===== src/rtl/scrd_cfg.svh =====
// constants for the command register decoder
`ifndef SCRD_CFG_SVH
`define SCRD_CFG_SVH
`define SCRD_CMD_ADDR 8'h7e
`define SCRD_CMD_RESET_VAL 8'h00
`define SCRD_READ_VAL 8'h00
`define SCRD_CMD_NONE 8'h00
`define SCRD_CMD_NVM_FIRST 8'h5d
`define SCRD_CMD_NVM_WRITE 8'ha0
`define SCRD_CMD_NVM_READ 8'ha5
`define SCRD_CMD_EXT_1 8'h73
`define SCRD_CMD_EXT_2 8'hb4
`define SCRD_CMD_EXT_3 8'h69
`define SCRD_CMD_SOFT_RESET 8'hb6
`endif


===== src/rtl/scrd_pkg.sv =====
// types for the command register decoder
package scrd_pkg;
   typedef enum logic [1:0] {
      SCRD_EXT_IDLE,
      SCRD_EXT_GOT1,
      SCRD_EXT_GOT2
   } scrd_ext_e;

   typedef struct packed {
      logic nvm_armed;
      scrd_ext_e ext_seq;
      logic page_select_register;
      logic nvm_write;
      logic nvm_read;
      logic soft_reset;
   } scrd_state_s;

   typedef struct packed {
      logic wr;
      logic rd;
      logic [7:0] addr;
      logic [7:0] wdata;
   } scrd_req_s;
endpackage


===== src/rtl/scrd_decoder.sv =====
// command register decoder with unlock sequences and soft reset
// Overview of operation
// - reads of the command register always return zero
// - 0x5D then 0xA0 as next command triggers memory write
// - 0x5D then 0xA5 as next command triggers memory read
// - wrong second step after 0x5D discards the memory sequence
// - 0x73, 0xB4, 0x69 in order enables extended mode
// - wrong command mid extended sequence restarts tracking from beginning
// - paging enable bit cleared in page select register leaves extended mode, unless 0x69 completes the extended sequence in the same cycle
// - 0xB6 resets all user configuration to defaults
// - reset command over I2C is not acknowledged
`timescale 1ns/100ps
`include "scrd_cfg.svh"
module scrd_decoder
   import scrd_pkg::*;
(
   input wire logic clk,
   input wire logic rst,
   input scrd_req_s req,
   input wire logic paging_en,
   input wire logic paging_en_wr,
   output logic [7:0] rdata,
   output logic i2c_ack_en,
   output logic page_select_register,
   output logic nvm_write_start,
   output logic nvm_read_start,
   output logic soft_reset
);
   scrd_state_s st_r;
   scrd_state_s st_nxt;
   logic cmd_wr;
   logic [7:0] c;

   assign cmd_wr = req.wr && (req.addr == `SCRD_CMD_ADDR);
   assign c = req.wdata;

   always_comb begin
      st_nxt = st_r;
      st_nxt.nvm_write = 1'h0;
      st_nxt.nvm_read = 1'h0;
      st_nxt.soft_reset = 1'h0;
      if (paging_en_wr && !paging_en) begin
         st_nxt.page_select_register = 1'h0;
      end
      if (cmd_wr) begin
         st_nxt.nvm_armed = (c == `SCRD_CMD_NVM_FIRST);
         if (st_r.nvm_armed && c == `SCRD_CMD_NVM_WRITE) begin
            st_nxt.nvm_write = 1'h1;
         end
         if (st_r.nvm_armed && c == `SCRD_CMD_NVM_READ) begin
            st_nxt.nvm_read = 1'h1;
         end
         case (st_r.ext_seq)
            SCRD_EXT_GOT1: begin
               st_nxt.ext_seq = (c == `SCRD_CMD_EXT_2) ? SCRD_EXT_GOT2 : SCRD_EXT_IDLE;
            end
            SCRD_EXT_GOT2: begin
               st_nxt.ext_seq = SCRD_EXT_IDLE;
               if (c == `SCRD_CMD_EXT_3) begin
                  st_nxt.page_select_register = 1'h1;
               end
            end
            default: begin
               st_nxt.ext_seq = SCRD_EXT_IDLE;
            end
         endcase
         if (c == `SCRD_CMD_EXT_1) begin
            st_nxt.ext_seq = SCRD_EXT_GOT1;
         end
         if (c == `SCRD_CMD_SOFT_RESET) begin
            st_nxt.soft_reset = 1'h1;
            st_nxt.nvm_armed = 1'h0;
            st_nxt.ext_seq = SCRD_EXT_IDLE;
            st_nxt.page_select_register = 1'h0;
         end
      end
   end

   always_ff @(posedge clk) begin
      if (rst) begin
         st_r <= '{1'h0, SCRD_EXT_IDLE, 1'h0, 1'h0, 1'h0, 1'h0};
      end else begin
         st_r <= st_nxt;
      end
   end

   assign rdata = `SCRD_READ_VAL;
   assign i2c_ack_en = !(cmd_wr && c == `SCRD_CMD_SOFT_RESET);
   assign page_select_register = st_r.page_select_register;
   assign nvm_write_start = st_r.nvm_write;
   assign nvm_read_start = st_r.nvm_read;
   assign soft_reset = st_r.soft_reset;
endmodule


===== config.mk =====
export PLATFORM = sky130hd
export DESIGN_NAME = scrd_decoder
export DESIGN_NICKNAME = d
export VERILOG_FILES = /design/src/rtl/scrd_pkg.sv /design/src/rtl/scrd_decoder.sv
export VERILOG_INCLUDE_DIRS = /design/src /design/src/rtl
export SDC_FILE = /design/constraint.sdc
export NUM_CORES = 1
export LEC_CHECK = 0
export ABC_AREA = 1
export BUFFER_PORTS_ARGS = -buffer_cell sky130_fd_sc_hd__buf_2
export CORE_MARGIN = 2
export CORE_UTILIZATION = 40
export CTS_BUF_LIST = sky130_fd_sc_hd__clkbuf_16
export DETAILED_ROUTE_END_ITERATION = 16
export GPL_TIMING_DRIVEN = 0
export PLACE_DENSITY = 0.78
export REMOVE_ABC_BUFFERS = 1
export SLEW_MARGIN = 20
export SYNTH_ARGS = -nofsm -noshare
export SYNTH_HDL_FRONTEND = slang
export SYNTH_SLANG_ARGS = --single-unit

===== constraint.sdc =====
create_clock -name clk -period 2.55 [get_ports clk]
set_input_delay 0.3825 -clock clk [delete_from_list [all_inputs] [get_ports clk]]
set_output_delay 0.3825 -clock clk [all_outputs]
set_load 0.03 [all_outputs]

**Word level (Yosys, flattened, before mapping)**

Cells that the tools add are included.

- Word-level logic and storage cells: 36
- Flip-flop bits (word level): 7

- Eq/ne operators: 10
- Reduce and logical (&&, ||, !) cells: 8
- Mux-type cells: 11
- Bitwise logic cells: 1

Operators with widths:

| cell | count |
|---|---|
| $eq 8x7->1 const B | 4 |
| $eq 8x8->1 const B | 4 |
| $mux 4 | 2 |
| $mux 1 | 6 |
| $mux 2 | 3 |
| $logic_and 1x1->1 | 5 |
| $eq 2x1->1 const B | 1 |
| $eq 2x2->1 const B | 1 |
| $logic_not 1->1 | 2 |
| $reduce_or 2->1 | 1 |
| $not 1->1 | 1 |

**Logic depth before layout (Yosys ltp)**

- Depth after elaboration: 7
- Mapped depth: 9
- Mapped depth without buffers: 9

**Worst setup path after synthesis**

OpenSTA, ideal clock, no wires.

- Path type: input to output
- Start: in req[6] (netlist bit)
- End: out i2c_ack_en
- Setup slack: 1,236 ps
- Arrival time: 932 ps
- Stages: 6
- Path through: inv_1 > nand2_1 > nor2_2 > nand2_1 > nor2_2 > inv_2

- Cells in the longest elaborated chain, start to end: 3

RTL lines:

| item | RTL line | RTL |
|---|---|---|
| from (decl) | scrd_decoder.sv:19 | `input scrd_req_s req,` |
| $eq 8x8->1 (no source line) | n/a |  |
| $logic_and 1x1->1 (no source line) | n/a |  |
| $logic_not 1->1 | scrd_decoder.sv:88 | `` assign i2c_ack_en = !(cmd_wr && c == `SCRD_CMD_SOFT_RESET); `` |
| to (decl) | scrd_decoder.sv:23 | `output logic i2c_ack_en,` |

Every way passes these cells.

**Worst setup path in the final report**

Same ends and word-level chain as after synthesis.

==> reports/qor.csv <==
stage;metric;value;unit
grt;grt.overflow.total;0;
placement;dp_hpwl;918.6;microns
detailed_routing;viasPerCell;4.631;
clock_network;cts_buffers;3;
setup_path;crit_start;req[6];
setup_path;critPathLaunchType;input pin;
floorplan;die_y;40.20;microns
clock_network;ctsResizeCount;0;
sta;period_needed;1.614;ns
synth;yosysUniqueCellTypes;15;
detailed_routing;dr.pass1.iters;4;
floorplan;top_level_ports;35;
pwr;leakage;0.0003794;uW
detailed_routing;drtIter0Drc;11;
detailed_routing;wl_per_cell;8.577;microns
sta;fin_worst_skew;0.0006129;ns
pwr;p_per_area;601.1;nW/um^2
placement;io_buffers;25;
sta;rsz0062_at_grt;no;
synth;synth-seq-cells;7;
sta;setup_violations;0;
clock_network;clk_latency;0.23;ns
grt;grt_pass1_wl;1835;microns
clock_network;cts.sinks;7;
sta;slew_violations;0;
status;status;complete, no violations;
sta;setup_tns;0;ns
grt;grt_max_degree;6;
clock_network;cts_tree;built;
detailed_routing;ant_nets;0;
sta;max_freq;619.4;MHz
clock_network;clock_path_buffers;2;
flow_run;drv_cap;0;
clock_network;clk_pin_slew;0.03;ns
synth;ys_warn_count;0;
clock_network;ctsHoldBuffers;0;
synth;ys_seq_area_frac;0.2673;
finish;drive_gt1_frac;0.3304;
setup_path;path_class;in -> out;
sta;fin_crit_sh;0.6331;
placement;dp_slack;0.9470;ns
sta;hold_viol;0;
pwr;power.total;428.7;uW
setup_path;cp.required;2.17;ns
grt;grt_pass1_vias;494;
synth;syn_inst;87;
floorplan;initial_core_util;0.4132;
floorplan;die_x;40.20;microns
grt;antenna_found_initial;0;
pwr;ir_worst_vdd;0.3987;mV
finish;fin_nets;138;
sta;worst_slack;0.9356;ns
clock_network;cts_setup_buffers;0;
floorplan;rows;13;
setup_path;r2r_start;st_r[5];
detailed_routing;drc;0;
placement;gp_congestion;0.7894;
clock_network;htreeDepth;1;
clock_network;root_buffer;clkbuf_16;
floorplan;dieArea;1616;sq um
finish;utilization;0.5621;
finish;syn2layout_area_growth;36.04;%
grt;grt_usage;0.1813;
synth;avgSynthCellArea;6.026;sq um
detailed_routing;wirelength;1115;microns
synth;synth_area;524.3;sq um
detailed_routing;num_vias;602;
setup_path;crit_fanout;3;
worst_hold_path;holdCritStartpoint;rst;
setup_path;endpoint_kind;primary output;
floorplan;core_area;1269;sq um
setup_path;arrival;1.23;ns
worst_hold_path;hold_path_class;in -> reg;
finish;n_antenna_cell;0;
stage by stage:
| step | cell area [sq um] | instances | hold slack (ns) |
|---|---|---|---|
| floorplan | 490.5 | 86 | 0.4494 |
| global placement | 634.4 | 126 | 0.4755 |
| detailed placement | 634.4 | 126 | 0.4791 |
| CTS | 713.2 | 130 | 0.3395 |
| global route | 713.2 | 130 | 0.3481 |
| finish | 713.2 | 130 | 0.3403 |
cells by family after synthesis:
| kind of cell | after synthesis | share of synthesized area |
|---|---|---|
| AOI/OAI and AO/OA | 4 | 0.03817 |
| buffers and inverters | 23 | 0.2220 |
| DFF | 7 | 0.2673 |
| other | 1 | 0.007153 |
| and+or+nand+nor | 52 | 0.4654 |
synthesized netlist by cell type:
| cell type | instances | area (sq um) |
|---|---|---|
| nand2_1 | 20 | 75.07 |
| conb_1 | 1 | 3.750 |
| nor2_4 | 1 | 11.26 |
| buf_4 | 8 | 60.06 |
| nor2_2 | 6 | 37.54 |
| inv_2 | 3 | 11.26 |
| dfxtp_1 | 7 | 140.1 |
| or2_0 | 1 | 6.260 |
| nand3_1 | 6 | 30.03 |
| o21ai_0 | 3 | 15.01 |
| inv_1 | 12 | 45.04 |
| nor2_1 | 10 | 37.54 |
| nor3_1 | 3 | 15.01 |
| nand4_1 | 5 | 31.28 |
| o21ai_1 | 1 | 5.000 |
sequential cells by signal, summed over array words and instances, names as in the netlist:
| name | flops |
|---|---|
| nvm_read_start | 1 |
| nvm_write_start | 1 |
| page_select_register | 1 |
| soft_reset | 1 |
| st_r | 3 |
final timing paths:
check | endpoint | cells after the start | slack [ns]
max | i2c_ack_en | 8 | 0.94
min | soft_reset | 2 | 0.34
max reg2reg | page_select_register | 8 | 1.68
min reg2reg | st_r[6] | 2 | 0.48
report_power, final:
group	switching, uW	internal [uW]
Sequential	0.000349	110
Combinational	38.0	17.2
Clock	59.5	204
Total	97.5	331
layout make-up:
class / count / area [sq um]
inverter: 15 / 56.30
tap: 15 / 18.77
clock inverter: 1 / 3.754
fill: 133 / 555.5
multi-input combinational: 64 / 294.0
sequential: 7 / 140.1
timing repair buffer: 25 / 125.1
clock buffer: 3 / 75.07
metal layers:
metal  up-vias  wire length, microns  global-route usage
met1       262                   437              0.1869
li1        312                     -                   -
met5         -                     0                   0
met2        23                   552              0.2823
met4         0                    25              0.1167
met3         5                   100              0.1000
placed cells by master (no fill, tap or decap), types with 5 or more instances in the layout:
master / Yosys / routed
nor2_1: 10 / 10
nand2_1: 20 / 20
buf_2: 0 / 25
nand3_1: 6 / 6
dfxtp_1: 7 / 7
nand4_1: 5 / 5
conb_1: 1 / 8
nor2_2: 6 / 6
inv_1: 12 / 13
critical path, stage by stage:
cell	delay, ns
buf_2	0.09
inv_1	0.11
nand2_1	0.08
nor2_2	0.10
nand2_1	0.09
nor2_2	0.15
inv_2	0.05
buf_2	0.17
Note: power is estimated with default switching activity, not from simulation.
